## config.mk

```make
export PLATFORM = sky130hd
export DESIGN_NAME = spp_put_unit
export DESIGN_NICKNAME = d
export VERILOG_FILES = /design/src/hw/spp_pkg.sv /design/src/hw/spp_put_unit.sv /design/src/hw/spp_link_sel.sv
export VERILOG_INCLUDE_DIRS = /design/src /design/src/hw
export SDC_FILE = /design/constraint.sdc
export NUM_CORES = 1
export LEC_CHECK = 0
export BUFFER_PORTS_ARGS = -buffer_cell sky130_fd_sc_hd__buf_4
export CAP_MARGIN = 20
export CORE_ASPECT_RATIO = 1.75
export CORE_UTILIZATION = 40
export CTS_CLUSTER_SIZE = 25
export DETAILED_ROUTE_END_ITERATION = 7
export PLACE_DENSITY_LB_ADDON = 0.1
export SLEW_MARGIN = 5
export SYNTH_ARGS = -nofsm -noshare
export SYNTH_HDL_FRONTEND = slang
export SYNTH_SLANG_ARGS = --single-unit
```

## constraint.sdc

```tcl
create_clock -name ref_clk -period 2.5 [get_ports ref_clk]
set_clock_uncertainty 0.15 [all_clocks]
set_input_delay 0.125 -clock ref_clk [delete_from_list [all_inputs] [get_ports ref_clk]]
set_output_delay 0.125 -clock ref_clk [all_outputs]
set_load 0.05 [all_outputs]
```

## src/hw/spp_defs.svh

```systemverilog
`ifndef SPP_DEFS_SVH
`define SPP_DEFS_SVH

// Register byte offsets on the plain register port.
`define SPP_OFF_STATUS 4'h0
`define SPP_OFF_MASK 4'h4
`define SPP_OFF_INFO 4'h8

// Event bit positions in the status and mask registers.
`define SPP_EV_DONE 0
`define SPP_EV_NOROOM 1
`define SPP_EV_EXC 2
`define SPP_EV_IRQ 3

// Reset values.
`define SPP_RST_STATUS 4'h0
`define SPP_RST_MASK 4'h0

// Instruction decode: major opcodes and the marker bit of each form.
`define SPP_OPC_STATIC 6'h1B
`define SPP_OPC_DYN 6'h13
`define SPP_S_MARK 15
`define SPP_D_MARK 10

// Low end of the four option bits, and each option inside that field.
`define SPP_S_OPT_LSB 11
`define SPP_D_OPT_LSB 6
`define SPP_OPT_NB 3
`define SPP_OPT_CTRL 2
`define SPP_OPT_TEST 1
`define SPP_OPT_ATOM 0

// Exception cause codes.
`define SPP_EC_PRIV 5'h07
`define SPP_EC_ILLEGAL 5'h01

// Cycles from issue to completion without a stall.
`define SPP_LAT_PERF 1
`define SPP_LAT_AREA 2

// Number of link ports at the boundary.
`define SPP_MAX_LINKS 16

`endif

```

## src/hw/spp_pkg.sv

```systemverilog
package spp_pkg;

	typedef enum {st_idle, st_area, st_wait} spp_state_e;

	typedef logic [31:0] spp_word_t;
	typedef logic [3:0] spp_link_t;
	typedef logic [3:0] spp_opt_t;

endpackage

```

## src/hw/spp_put_unit.sv

```systemverilog
// What this block does
// - Source register word goes out on the link chosen by instruction bits 0-3.
// - A link number at or above the configured count falls back to link zero.
// - Dynamic form takes the link from the low four bits of rB.
// - Four independent option bits give sixteen variants of each form.
// - Blocking form stalls until the chosen link has room, then writes.
// - Non-blocking form never stalls; carry cleared with room, set without.
// - Control sideband is low for data writes, high for control writes.
// - Test-only forms behave normally but never raise the write strobe.
// - Atomic forms keep interrupts out; exceptions still allowed.
// - With memory management, user mode without permission raises cause 00111.
// - Unstalled write takes one cycle, or two in area-optimized build.
// - Static blocking stall serves interrupts only with extended ops and non-atomic.
// - Dynamic blocking stall serves interrupts unless atomic.
// - Test and atomic forms exist only with extended ops enabled.
// - Needs at least one link; dynamic form also needs extended ops.
//
// Design decisions made here: the address-and-strobe port and the register addresses.
`include "spp_defs.svh"
`timescale 1ns/10ps
`default_nettype none
module spp_put_unit
	import spp_pkg::*;
#(
	parameter int unsigned CONFIGURED_LINK_COUNT = 4,
	parameter bit EXTENDED_STREAM_OPS_ENABLE = 1'b1,
	parameter bit AREA_OPTIMIZED_OPTION = 1'b0,
	parameter bit MEMORY_MANAGEMENT_OPTION = 1'b0,
	parameter bit USER_STREAM_ACCESS_ALLOW = 1'b0
) (
	// Clock and reset
	input wire logic ref_clk,
	input wire logic sys_rst,
	// Instruction issue from the core
	input wire logic issue_valid,
	input wire spp_word_t issue_instr,
	input wire spp_word_t issue_src_a,
	input wire spp_word_t issue_src_b,
	input wire logic user_mode_flag,
	input wire logic irq_pending,
	input wire logic other_retire,
	// Results to the core
	output logic put_done_r,
	output logic stall_r,
	output logic carry_we_r,
	output logic carry_status_flag_r,
	output logic exc_r,
	output logic [4:0] exception_cause_field_r,
	output logic irq_serve_r,
	output logic irq_block_r,
	// Outbound stream links
	output spp_word_t link_out_word_r,
	output logic link_out_ctrl_bit_r,
	output logic [`SPP_MAX_LINKS-1:0] link_out_wr_r,
	input wire logic [`SPP_MAX_LINKS-1:0] link_out_no_room,
	// Register port
	input wire logic [3:0] reg_addr,
	input wire spp_word_t reg_wdata,
	input wire logic reg_wr,
	input wire logic reg_rd,
	output spp_word_t reg_rdata_r,
	output logic irq_r
);

	localparam int LAT_CYC = AREA_OPTIMIZED_OPTION ? `SPP_LAT_AREA : `SPP_LAT_PERF;
	localparam bit HAVE_LINKS = CONFIGURED_LINK_COUNT > 0;
	localparam bit EXT = EXTENDED_STREAM_OPS_ENABLE;
	localparam logic [4:0] LINK_CNT = 5'(CONFIGURED_LINK_COUNT);

	spp_state_e state_r;
	spp_state_e state_nxt;
	spp_opt_t opt_h_r;
	spp_link_t raw_h_r;
	logic dyn_h_r;
	spp_word_t word_h_r;
	spp_link_t last_link_r;
	logic [3:0] status_r;
	logic [3:0] mask_r;
	logic irq_block_nxt;

	spp_link_t eff_link;
	logic [`SPP_MAX_LINKS-1:0] link_hot;
	logic room;

	wire in_idle = (state_r == st_idle);
	wire in_area = (state_r == st_area);
	wire in_wait = (state_r == st_wait);

	wire [5:0] opc = issue_instr[31:26];
	wire is_stat = issue_valid && opc == `SPP_OPC_STATIC && issue_instr[`SPP_S_MARK];
	wire is_dyn = issue_valid && opc == `SPP_OPC_DYN && issue_instr[`SPP_D_MARK];
	wire [3:0] s_opt = issue_instr[`SPP_S_OPT_LSB +: 4];
	wire [3:0] d_opt = issue_instr[`SPP_D_OPT_LSB +: 4];
	wire [3:0] dec_opt = is_dyn ? d_opt : s_opt;
	wire [3:0] dec_raw = is_dyn ? issue_src_b[3:0] : issue_instr[3:0];
	wire dec_ext = dec_opt[`SPP_OPT_TEST] || dec_opt[`SPP_OPT_ATOM];

	wire ext_ok = !dec_ext || EXT;
	wire form_ok = HAVE_LINKS && (!is_dyn || EXT);
	wire dec_legal = form_ok && ext_ok;
	wire dec_priv = MEMORY_MANAGEMENT_OPTION && !USER_STREAM_ACCESS_ALLOW && user_mode_flag;

	wire take = in_idle && (is_stat || is_dyn);
	wire take_bad = take && !dec_legal;
	wire take_priv = take && dec_legal && dec_priv;
	wire take_ok = take && dec_legal && !dec_priv;
	wire take_exc = take_bad || take_priv;

	// The held copy is used once the instruction has left the issue cycle.
	wire [3:0] cur_opt = in_idle ? dec_opt : opt_h_r;
	wire [3:0] cur_raw = in_idle ? dec_raw : raw_h_r;
	wire cur_dyn = in_idle ? is_dyn : dyn_h_r;
	wire spp_word_t cur_word = in_idle ? issue_src_a : word_h_r;
	wire cur_nb = cur_opt[`SPP_OPT_NB];
	wire cur_ctrl = cur_opt[`SPP_OPT_CTRL];
	wire cur_test = cur_opt[`SPP_OPT_TEST];
	wire cur_atom = cur_opt[`SPP_OPT_ATOM];

	spp_link_sel #(
		.LINK_COUNT(CONFIGURED_LINK_COUNT)
	) u_sel (
		.raw_link(cur_raw),
		.no_room(link_out_no_room),
		.eff_link(eff_link),
		.link_hot(link_hot),
		.room(room)
	);

	wire att_en = (take_ok && !AREA_OPTIMIZED_OPTION) || in_area || in_wait;

	wire stat_irq_ok = !cur_dyn && EXT && !cur_atom;
	wire dyn_irq_ok = cur_dyn && !cur_atom;
	wire abort = in_wait && (stat_irq_ok || dyn_irq_ok) && irq_pending && !room;

	wire complete = att_en && (room || cur_nb);
	wire to_wait = att_en && !complete && !abort;
	wire do_write = complete && room && !cur_test;
	wire nb_done = complete && cur_nb;

	always_comb begin
		state_nxt = state_r;
		case (state_r)
			st_idle: begin
				if (take_ok && AREA_OPTIMIZED_OPTION) begin
					state_nxt = st_area;
				end else if (take_ok && to_wait) begin
					state_nxt = st_wait;
				end
			end
			st_area: begin
				state_nxt = to_wait ? st_wait : st_idle;
			end
			st_wait: begin
				if (complete || abort) begin
					state_nxt = st_idle;
				end
			end
			default: begin
				state_nxt = st_idle;
			end
		endcase
	end

	always_ff @(posedge ref_clk) begin
		if (sys_rst) begin
			state_r <= st_idle;
		end else begin
			state_r <= state_nxt;
		end
	end

	always_ff @(posedge ref_clk) begin
		if (sys_rst) begin
			opt_h_r <= 4'h0;
			raw_h_r <= 4'h0;
			dyn_h_r <= 1'b0;
			word_h_r <= 32'h0;
		end else if (take_ok) begin
			opt_h_r <= dec_opt;
			raw_h_r <= dec_raw;
			dyn_h_r <= is_dyn;
			word_h_r <= issue_src_a;
		end
	end

	always_ff @(posedge ref_clk) begin
		if (sys_rst) begin
			link_out_wr_r <= 16'h0000;
			link_out_word_r <= 32'h0;
		end else begin
			link_out_wr_r <= do_write ? link_hot : 16'h0000;
			if (do_write) begin
				link_out_word_r <= cur_word;
			end
		end
	end

	always_ff @(posedge ref_clk) begin
		if (sys_rst) begin
			link_out_ctrl_bit_r <= 1'b0;
			last_link_r <= 4'h0;
		end else if (complete) begin
			link_out_ctrl_bit_r <= cur_ctrl;
			last_link_r <= eff_link;
		end
	end

	always_ff @(posedge ref_clk) begin
		if (sys_rst) begin
			put_done_r <= 1'b0;
			stall_r <= 1'b0;
			carry_we_r <= 1'b0;
			carry_status_flag_r <= 1'b0;
		end else begin
			put_done_r <= complete;
			stall_r <= (state_nxt == st_wait);
			carry_we_r <= nb_done;
			if (nb_done) begin
				carry_status_flag_r <= !room;
			end
		end
	end

	always_ff @(posedge ref_clk) begin
		if (sys_rst) begin
			exc_r <= 1'b0;
			exception_cause_field_r <= 5'h00;
		end else begin
			exc_r <= take_exc;
			if (take_exc) begin
				exception_cause_field_r <= take_bad ? `SPP_EC_ILLEGAL : `SPP_EC_PRIV;
			end
		end
	end

	always_comb begin
		irq_block_nxt = irq_block_r;
		if (state_nxt != st_idle) begin
			irq_block_nxt = cur_atom || (!cur_dyn && !EXT);
		end else if (complete) begin
			irq_block_nxt = cur_atom;
		end else if (abort || take_exc || other_retire) begin
			irq_block_nxt = 1'b0;
		end
	end

	always_ff @(posedge ref_clk) begin
		if (sys_rst) begin
			irq_block_r <= 1'b0;
			irq_serve_r <= 1'b0;
		end else begin
			irq_block_r <= irq_block_nxt;
			irq_serve_r <= abort;
		end
	end

	// Register port decode; a status bit set by hardware wins over a clear.
	wire [3:0] ev;
	assign ev[`SPP_EV_DONE] = complete;
	assign ev[`SPP_EV_NOROOM] = nb_done && !room;
	assign ev[`SPP_EV_EXC] = take_exc;
	assign ev[`SPP_EV_IRQ] = abort;

	wire wr_status = reg_wr && reg_addr == `SPP_OFF_STATUS;
	wire wr_mask = reg_wr && reg_addr == `SPP_OFF_MASK;
	wire [3:0] clr_bits = wr_status ? reg_wdata[3:0] : 4'h0;
	wire [3:0] status_nxt = (status_r & ~clr_bits) | ev;
	wire [3:0] mask_nxt = wr_mask ? reg_wdata[3:0] : mask_r;
	wire spp_word_t info = {25'h0, irq_block_r, stall_r, link_out_ctrl_bit_r, last_link_r};
	wire spp_word_t rd_mux =
		(reg_addr == `SPP_OFF_STATUS) ? {28'h0, status_r} :
		(reg_addr == `SPP_OFF_MASK) ? {28'h0, mask_r} :
		(reg_addr == `SPP_OFF_INFO) ? info : 32'h0;

	always_ff @(posedge ref_clk) begin
		if (sys_rst) begin
			status_r <= `SPP_RST_STATUS;
			mask_r <= `SPP_RST_MASK;
			irq_r <= 1'b0;
		end else begin
			status_r <= status_nxt;
			mask_r <= mask_nxt;
			irq_r <= |(status_nxt & mask_nxt);
		end
	end

	always_ff @(posedge ref_clk) begin
		if (sys_rst) begin
			reg_rdata_r <= 32'h0;
		end else begin
			reg_rdata_r <= reg_rd ? rd_mux : 32'h0;
		end
	end
endmodule
`default_nettype wire

```

## src/hw/spp_link_sel.sv

```systemverilog
`include "spp_defs.svh"
`timescale 1ns/10ps
`default_nettype none
module spp_link_sel
	import spp_pkg::*;
#(
	parameter int unsigned LINK_COUNT = 4
) (
	// Requested link
	input wire spp_link_t raw_link,
	// Room indications of all links
	input wire logic [`SPP_MAX_LINKS-1:0] no_room,
	// Selection result
	output spp_link_t eff_link,
	output logic [`SPP_MAX_LINKS-1:0] link_hot,
	output logic room
);

	localparam logic [4:0] LINK_CNT = 5'(LINK_COUNT);

	assign eff_link = ({1'b0, raw_link} >= LINK_CNT) ? 4'h0 : raw_link;

	genvar i;
	generate
		for (i = 0; i < `SPP_MAX_LINKS; i++) begin : g_link
			assign link_hot[i] = (eff_link == 4'(i));
		end
	endgenerate

	assign room = !no_room[eff_link];

endmodule
`default_nettype wire

```

==> results of run 1 <==
-- cell type report --
class | count | area, sq um | area share, %
Clock buffer | 17 | 425 | 4.70
Sequential cell | 147 | 2950 | 32.6
Inverter | 4 | 15.0 | 0.166
Timing Repair Buffer | 248 | 2180 | 24.1
Multi-Input combinational cell | 447 | 3110 | 34.3
Clock inverter | 15 | 153 | 1.69
Tap cell | 177 | 221 | 2.45
-- registers in the layout, summed over array words and instances (netlist names) --
name                 flops
link_out_word_r         32
state_r                 32
word_h_r                32
link_out_wr_r           16
reg_rdata_r              7
last_link_r              4
mask_r                   4
opt_h_r                  4
raw_h_r                  4
status_r                 4
carry_status_flag_r      1
carry_we_r               1
irq_block_r              1
irq_r                    1
irq_serve_r              1
link_out_ctrl_bit_r      1
put_done_r               1
stall_r                  1
-- cell usage after synthesis, types with 3 or more instances --
library cell  count
dfxtp_1         147
nand2_1          77
nor2_1           69
mux2i_1          44
a21oi_1          40
buf_4            35
a211oi_2         29
clkbuf_1         21
a211oi_1         12
nor4_1           11
nand2b_1          7
nor2b_1           7
nor3_1            6
o21ai_0           6
a311oi_1          5
a2111oi_0         4
and4_1            4
inv_1             4
nand3_1           4
nand4_1           4
and2_1            3
buf_8             3
nor3b_1           3
o211ai_1          3
-- power by group through the flow --
stage / clock network [mW] / logic (mW) / registers [mW]
detailed placement: 0 / 0.354 / 2.45
finish: 2.46 / 0.429 / 2.40
global placement: 0 / 0.351 / 2.45
CTS: 2.51 / 0.419 / 2.40
floorplan: 0 / 0.206 / 2.48
global route: 2.62 / 0.456 / 2.40
-- critical path, stage by stage, from the launching register on --
cell	delay, ns
dfxtp_2	0.32
nor4_2	0.26
buf_4	0.16
and4_4	0.24
buf_6	0.13
nand4_1	0.19
o211ai_1	0.20
a211oi_2	0.09
nor4_4	0.53
mux2_4	0.36
nor2_2	0.08
-- what timing repair did --
| action | in CTS | in global routing |
|---|---|---|
| setup endpoints to repair | 82 | 80 |
| endpoints found under the hold margin | 85 | 0 |
| gates cloned | 3 | 2 |
| gates resized for setup | 26 | 79 |
| hold buffers | 52 | 0 |
| pin swaps | 13 | 42 |
| buffers inserted | 6 | 7 |
-- cell families (layout without fill, tap and decap cells) --
group	count (synthesis)	after routing	synth area share [%]
other	1	74	0.0648
and+or+nand+nor	212	212	17.6
AOI/OAI and AO/OA	116	116	16.1
muxes	45	45	7.88
buffers and inverters	69	284	7.53
DFF	147	147	50.9
-- per-stage QoR --
step                setup slack, ns  hold slack (ns)
floorplan                   -0.0161           0.0867
global placement             -0.237            0.233
detailed placement           -0.288            0.241
CTS                          -0.263          0.00566
global route                 -0.374           0.0189
finish                       -0.273           0.0153
-- routing by layer --
metal	track usage [%]	routed length, um	share of wire [%]
met1	19.8	5770	36
met2	41.7	9270	58
met3	4.80	575	3.6
met4	9.51	483	3.0
met5	0	0	0
-- cell usage in the layout (no fill, tap or decap), types with 3 or more instances in the layout --
| cell type | Yosys | routed |
|---|---|---|
| a311oi_1 | 5 | 5 |
| buf_4 | 35 | 177 |
| clkinv_4 | 0 | 3 |
| nor2_1 | 69 | 33 |
| nor2b_1 | 7 | 7 |
| and2_1 | 3 | 3 |
| dlygate4sd3_1 | 0 | 52 |
| nand4_1 | 4 | 4 |
| clkbuf_16 | 0 | 19 |
| mux2i_1 | 44 | 44 |
| a2111oi_0 | 4 | 4 |
| a21oi_4 | 0 | 3 |
| nor4_2 | 1 | 6 |
| buf_8 | 3 | 3 |
| buf_6 | 1 | 5 |
| inv_6 | 0 | 3 |
| buf_12 | 0 | 9 |
| nand3_1 | 4 | 3 |
| a211oi_1 | 12 | 5 |
| a211oi_2 | 29 | 33 |
| nor3_1 | 6 | 3 |
| nor4_4 | 1 | 5 |
| nand2_1 | 77 | 77 |
| o21ai_0 | 6 | 5 |
| a21oi_1 | 40 | 37 |
| o211ai_1 | 3 | 3 |
| nor3b_1 | 3 | 3 |
| clkinvlp_4 | 0 | 5 |
| conb_1 | 1 | 74 |
| inv_1 | 4 | 3 |
| nand2b_1 | 7 | 7 |
| dfxtp_1 | 147 | 145 |
| a211oi_4 | 0 | 3 |
| nor2_4 | 0 | 11 |
| nor2_2 | 1 | 26 |
-- worst max-delay path by stage --
| stage | start | to | slack [ns] | cells past startpoint |
|---|---|---|---|---|
| after global routing | state_r[25] | last_link_r[0] | -0.37 | 10 |
| after global placement | state_r[12] | link_out_wr_r[2] | -0.24 | 11 |
| final | state_r[25] | last_link_r[0] | -0.27 | 10 |
| after detailed placement | state_r[20] | link_out_word_r[28] | -0.29 | 12 |
| after floorplan | state_r[25] | irq_r | -0.02 | 9 |
| after CTS | state_r[28] | last_link_r[0] | -0.26 | 10 |
==> qor.yml, run 1 <==
cts_tree: "done"
design.die.area_sq_um: 15000
grt_setup_unrepaired: "true"
ys_seq_area_share_pct: 50.9
drt_first_pass_iters: 4
drt-wirelength-per-cell_um: 15.3
vias_per_cell: 4.85
synth_cell_type_count: 57
seqPwrFrac_pct: 45.4
worst_pin_slew_ns: 0.741
grt_max_degree: 59
insertion_delay_ns: 0.42
maxCapViolCount: 0
finalCritPeriodShare_pct: 111
yosysWarnings: 0
cts_max_path_buffers: 2
start_kind: "register"
nFillCells: 1163
start_util_pct: 41.4
hold_viol_final: 0
drive_above_1_share_pct: 38.7
r2r_slack_ns: -0.27
row_count: 57
grt_antenna_before_repair: 0
worstPathArrival_ns: 2.98
fin_cells: 1055
intPower_mw: 3.95
clk_pin_slew_ns: 0.06
avgSynthCellArea_sq_um: 9.80
drt-total-wl_um: 16100
placed_cell_area_sq_um: 7340
r2r-start: "state_r[25]"
grt.total_usage_pct: 21.1
p_comb_share_pct: 8.1
hp-class: "in -> reg"
dp_hpwl_um: 10300
grt_pass1_wl_um: 24500
yosys.area.top_type: "dfxtp_1"
r2r_cells: 10
power.net_switching_mw: 1.34
power.density_nw_per_um2: 584
synth_top_area_share_pct: 50.9
drc_errors: 0
area_delta_synth_final_pct: 56.4
htreeDepth: 4
endpoint_kind: "register"
slew-limit-headroom_pct: 50.6
postRouteAntennaNets: 0
die_h_um: 161
synth_edf_count: 0
required_ns: 2.70
drt_iter0_markers: 152
coreArea_sq_um: 14000
synthCells: 590
die_w_um: 92.9
setup_tns_ns: -8.04
setup_violations: 48
grt_pass1_vias: 5164
drv_slew: 0
io_buffers: 137
ys_async_sr_fraction_pct: 0
gp_congestion: 0.845
synth_area_sq_um: 5780
p_leak_nw: 3.50
fmax_mhz: 361
clkPwrFrac_pct: 46.5
ys_top_cells_by_area: "dfxtp_1 51%, mux2i_1 7.6%, a211oi_2 6.3%, nand2_1 5.0%, buf_4 4.5%"
root_buffer: "clkbuf_16"
fin_area_sq_um: 9050
whs_path_depth: 3
irDropWorstVdd_uv: 461
worstSetupPathType: "reg -> reg"
placed_cells: 956
hold_path_end: "opt_h_r[2]"
violations: "negative setup slack"
io-pin-count: 250
grt_remaining_overflow: 0
numCtsBuffers: 17
outcome: "finished, violations left"
path_max_fanout: 7
ys.flop_type: "dfxtp_1"
p_total_mw: 5.29
fin_crit_ns: 2.77
diodes: 0
r2r-end: "last_link_r[0]"
finalWorstSetupSlack_ns: -0.273
switching_share_pct: 25.3
synth-seq-cells: 147
cts.sinks: 147
worstHoldStart: "issue_instr[13]"
final_nets: 1021
vias: 5121
fin_util_pct: 64.7
(Power assumes the default switching activity.)
==> run 2, diff against run 1 <==
--- a/config.mk
+++ b/config.mk
@@ -8,8 +8,10 @@
 export LEC_CHECK = 0
 export BUFFER_PORTS_ARGS = -buffer_cell sky130_fd_sc_hd__buf_4
 export CAP_MARGIN = 20
+export CELL_PAD_IN_SITES_DETAIL_PLACEMENT = 2
+export CELL_PAD_IN_SITES_GLOBAL_PLACEMENT = 2
 export CORE_ASPECT_RATIO = 1.75
-export CORE_UTILIZATION = 40
+export CORE_UTILIZATION = 25
 export CTS_CLUSTER_SIZE = 25
 export DETAILED_ROUTE_END_ITERATION = 7
 export PLACE_DENSITY_LB_ADDON = 0.1
==> run 2 against run 1 <==
  * The run still ends with negative setup slack left
  * Register-to-register slack about the same
  * Die area up 59%
  * First-iteration DRC count decreased by 16%
  * Total power shrank 2.0%
  * Maximum frequency decreased by 0.23%
  * Combinational power rose by 3%
  * Count of clock-buffer cells in the layout rose by 5
  * Core utilization decreased by 26 points
  * Sequential share of layout area up 0.55 points
  * Critical path depth increased by 2
  * Worst setup slack worse by 0.0065 ns
  * Largest cell class is now flip-flops and latches
==> qor.yml, run 2 (same netlist as run 1, synthesis figures left out) <==
cts.sinks: 147  # unchanged
crit_family: "simple AND/OR/NAND/NOR gates"  # unchanged
vias: 5241  # was 5121
worstSetupPathType: "reg -> reg"  # unchanged
irDropWorstVdd_uv: 342  # was 461 uV
die_h_um: 203  # was 161 um
use_met3_pct: 2.91  # was 4.80%
start_kind: "register"  # unchanged
fin_util_pct: 39.1  # was 64.7%
grt_pass1_wl_um: 31900  # was 24500 um
drt_first_pass_iters: 2  # was 4
cpMaxStageDelayCell: "dfxtp_1"  # was nor4_4
slowest_delay_ns: 0.33  # was 0.53 ns
grt_setup_unrepaired: "true"  # unchanged
io_buffers: 137  # unchanged
worst_pin_slew_ns: 0.800  # was 0.741 ns
busiest_layer: "met2"  # unchanged
fin_crit_ns: 2.78  # was 2.77 ns
area_delta_synth_final_pct: 53.8  # was 56.4%
vias_per_cell: 4.46  # was 4.85
final_nets: 1021  # unchanged
numCtsBuffers: 17  # unchanged
grt.total_usage_pct: 18.0  # was 21.1%
r2r-start: "state_r[24]"  # was state_r[25]
mostFrequentLayoutCell: "buf_4"  # unchanged
root_buffer: "clkbuf_16"  # unchanged
htreeDepth: 4  # unchanged
hold_viol_final: 0  # unchanged
drv_slew: 0  # unchanged
drc_errors: 0  # unchanged
drt-wirelength-per-cell_um: 17.1  # was 15.3 um
coreArea_sq_um: 22700  # was 14000 sq um
largestRegisters: "link_out_word_r: 32 flops, state_r: 32 flops, word_h_r: 32 flops"  # unchanged
grt_max_degree: 58  # was 59
dp_hpwl_um: 13700  # was 10300 um
finalCritPeriodShare_pct: 111  # about the same
design.die.area_sq_um: 23800  # was 15000 sq um
clk_pin_slew_ns: 0.06  # about the same
start_util_pct: 25.4  # was 41.4%
finalWorstSetupSlack_ns: -0.280  # was -0.273 ns
insertion_delay_ns: 0.43  # was 0.42 ns
met2_usage_pct: 35.6  # was 41.7%
path_max_fanout: 16  # was 7
hold_path_end: "opt_h_r[2]"  # unchanged
worstHoldStart: "issue_instr[13]"  # unchanged
violations: "negative setup slack"  # unchanged
drt_iter0_markers: 127  # was 152
r2r-end: "link_out_word_r[3]"  # was last_link_r[0]
cp.depth: 12  # was 10
grt_pass1_vias: 6025  # was 5164
cts_max_path_buffers: 2  # unchanged
most-common-layout-cells: "182 x buf_4, 145 x dfxtp_1, 76 x nand2_1"  # was 177 x buf_4, 145 x dfxtp_1, 77 x nand2_1
grt_antenna_before_repair: 0  # unchanged
p_leak_nw: 3.44  # was 3.50 nW
power.density_nw_per_um2: 583  # was 584 nW/um^2
grtUsageMet1_pct: 17.8  # was 19.8%
maxCapViolCount: 0  # unchanged
hp-class: "in -> reg"  # unchanged
required_ns: 2.70  # about the same
cts_tree: "done"  # unchanged
placed_cell_area_sq_um: 7490  # was 7340 sq um
whs_path_depth: 3  # unchanged
setup_violations: 49  # was 48
postRouteAntennaNets: 0  # unchanged
worstPathArrival_ns: 2.98  # about the same
fin_area_sq_um: 8890  # was 9050 sq um
row_count: 73  # was 57
r2r_slack_ns: -0.28  # was -0.27 ns
slew-limit-headroom_pct: 46.7  # was 50.6%
fmax_mhz: 360  # was 361 MHz
die_w_um: 117  # was 92.9 um
r2r_cells: 12  # was 10
drt-total-wl_um: 20200  # was 16100 um
io-pin-count: 250  # unchanged
cp_num_buf_inv: 4  # was 2
outcome: "finished, violations left"  # unchanged
grt_remaining_overflow: 0  # unchanged
endpoint_kind: "register"  # unchanged
diodes: 0  # unchanged
drive_above_1_share_pct: 34.1  # was 38.7%
path_cells: "nor4_4 -> and4_4 -> buf_6 -> nand4_1 -> a32oi_1 -> a311oi_2 -> buf_4 -> nor4_4 -> buf_6 -> buf_12 -> nor2_1 -> a211oi_2"  # was nor4_2 -> buf_4 -> and4_4 -> buf_6 -> nand4_1 -> o211ai_1 -> a211oi_2 -> nor4_4 -> mux2_4 -> nor2_2
gp_congestion: 0.861  # was 0.845
==> run 2: cell count changes in the layout (fill, tap and decap cells not counted), sizes merged <==
cell      change
buf           +2
clkbuf        +3
clkinvlp      -5
inv           -4
clkinv        +1
==> run 2: stage by stage <==
step	setup TNS, ns	hold slack, ns	power (mW)	worst slack, ns	std cells
final	-11.09	0.0134	5.18	-0.280	1175
after global routing	-18.25	0.0587	5.39	-0.445	1175
after CTS	-11.49	0.00423	5.27	-0.280	1173
after detailed placement	-31.07	0.245	2.82	-0.633	1080
after global placement	-25.26	0.233	2.81	-0.485	1080
after floorplan	-0.0240	0.0867	2.69	-0.0161	663
==> run 2: worst max-delay path by stage <==
stage,startpoint,slack [ns],end
final,state_r[24],-0.28,link_out_word_r[3]
after global routing,state_r[16],-0.45,link_out_word_r[8]
after CTS,state_r[16],-0.28,link_out_word_r[16]
after detailed placement,state_r[1],-0.63,link_out_word_r[3]
after global placement,state_r[1],-0.49,link_out_word_r[8]
after floorplan,state_r[25],-0.02,irq_r
==> run 2: area by class of cell <==
type | count | area, sq um
multi-input cells | 447 | 2910
fillers | 2452 | 13800
flip-flops and latches | 147 | 2950
repair buffers | 248 | 2120
well taps | 300 | 375
clock inverters | 7 | 60.1
clock buffers | 22 | 464
inverters | 4 | 15.0
==> run 2: metal layers <==
layer / vias up / part of all wire [%]
met5: - / 0
met4: 0 / 2.0
met3: 25 / 2.9
met2: 105 / 58
met1: 2603 / 37
li1: 2508 / -
==> run 2: where the power goes <==
group / leakage [nW] / internal [mW] / total (mW) / switching, mW
Combinational: 1.97 / 0.177 / 0.444 / 0.267
Sequential: 1.20 / 2.38 / 2.41 / 0.0231
Clock: 0.265 / 1.39 / 2.33 / 0.941
==> run 2: what timing repair did <==
action	in CTS	in global routing
hold endpoints to repair	84	0
cloned	5	0
gates resized for setup	34	13
hold buffers	52	0
pin swaps	11	16
endpoints found under the setup margin	83	85
setup buffers	7	2
==> run 2: tightest hold or removal path, delay by kind of cell <==
family	cells	cell delay [ns]
AO/OA/AOI/OAI	1	0.23
buffers and inverters	1	0.09
multiplexers	1	0.09
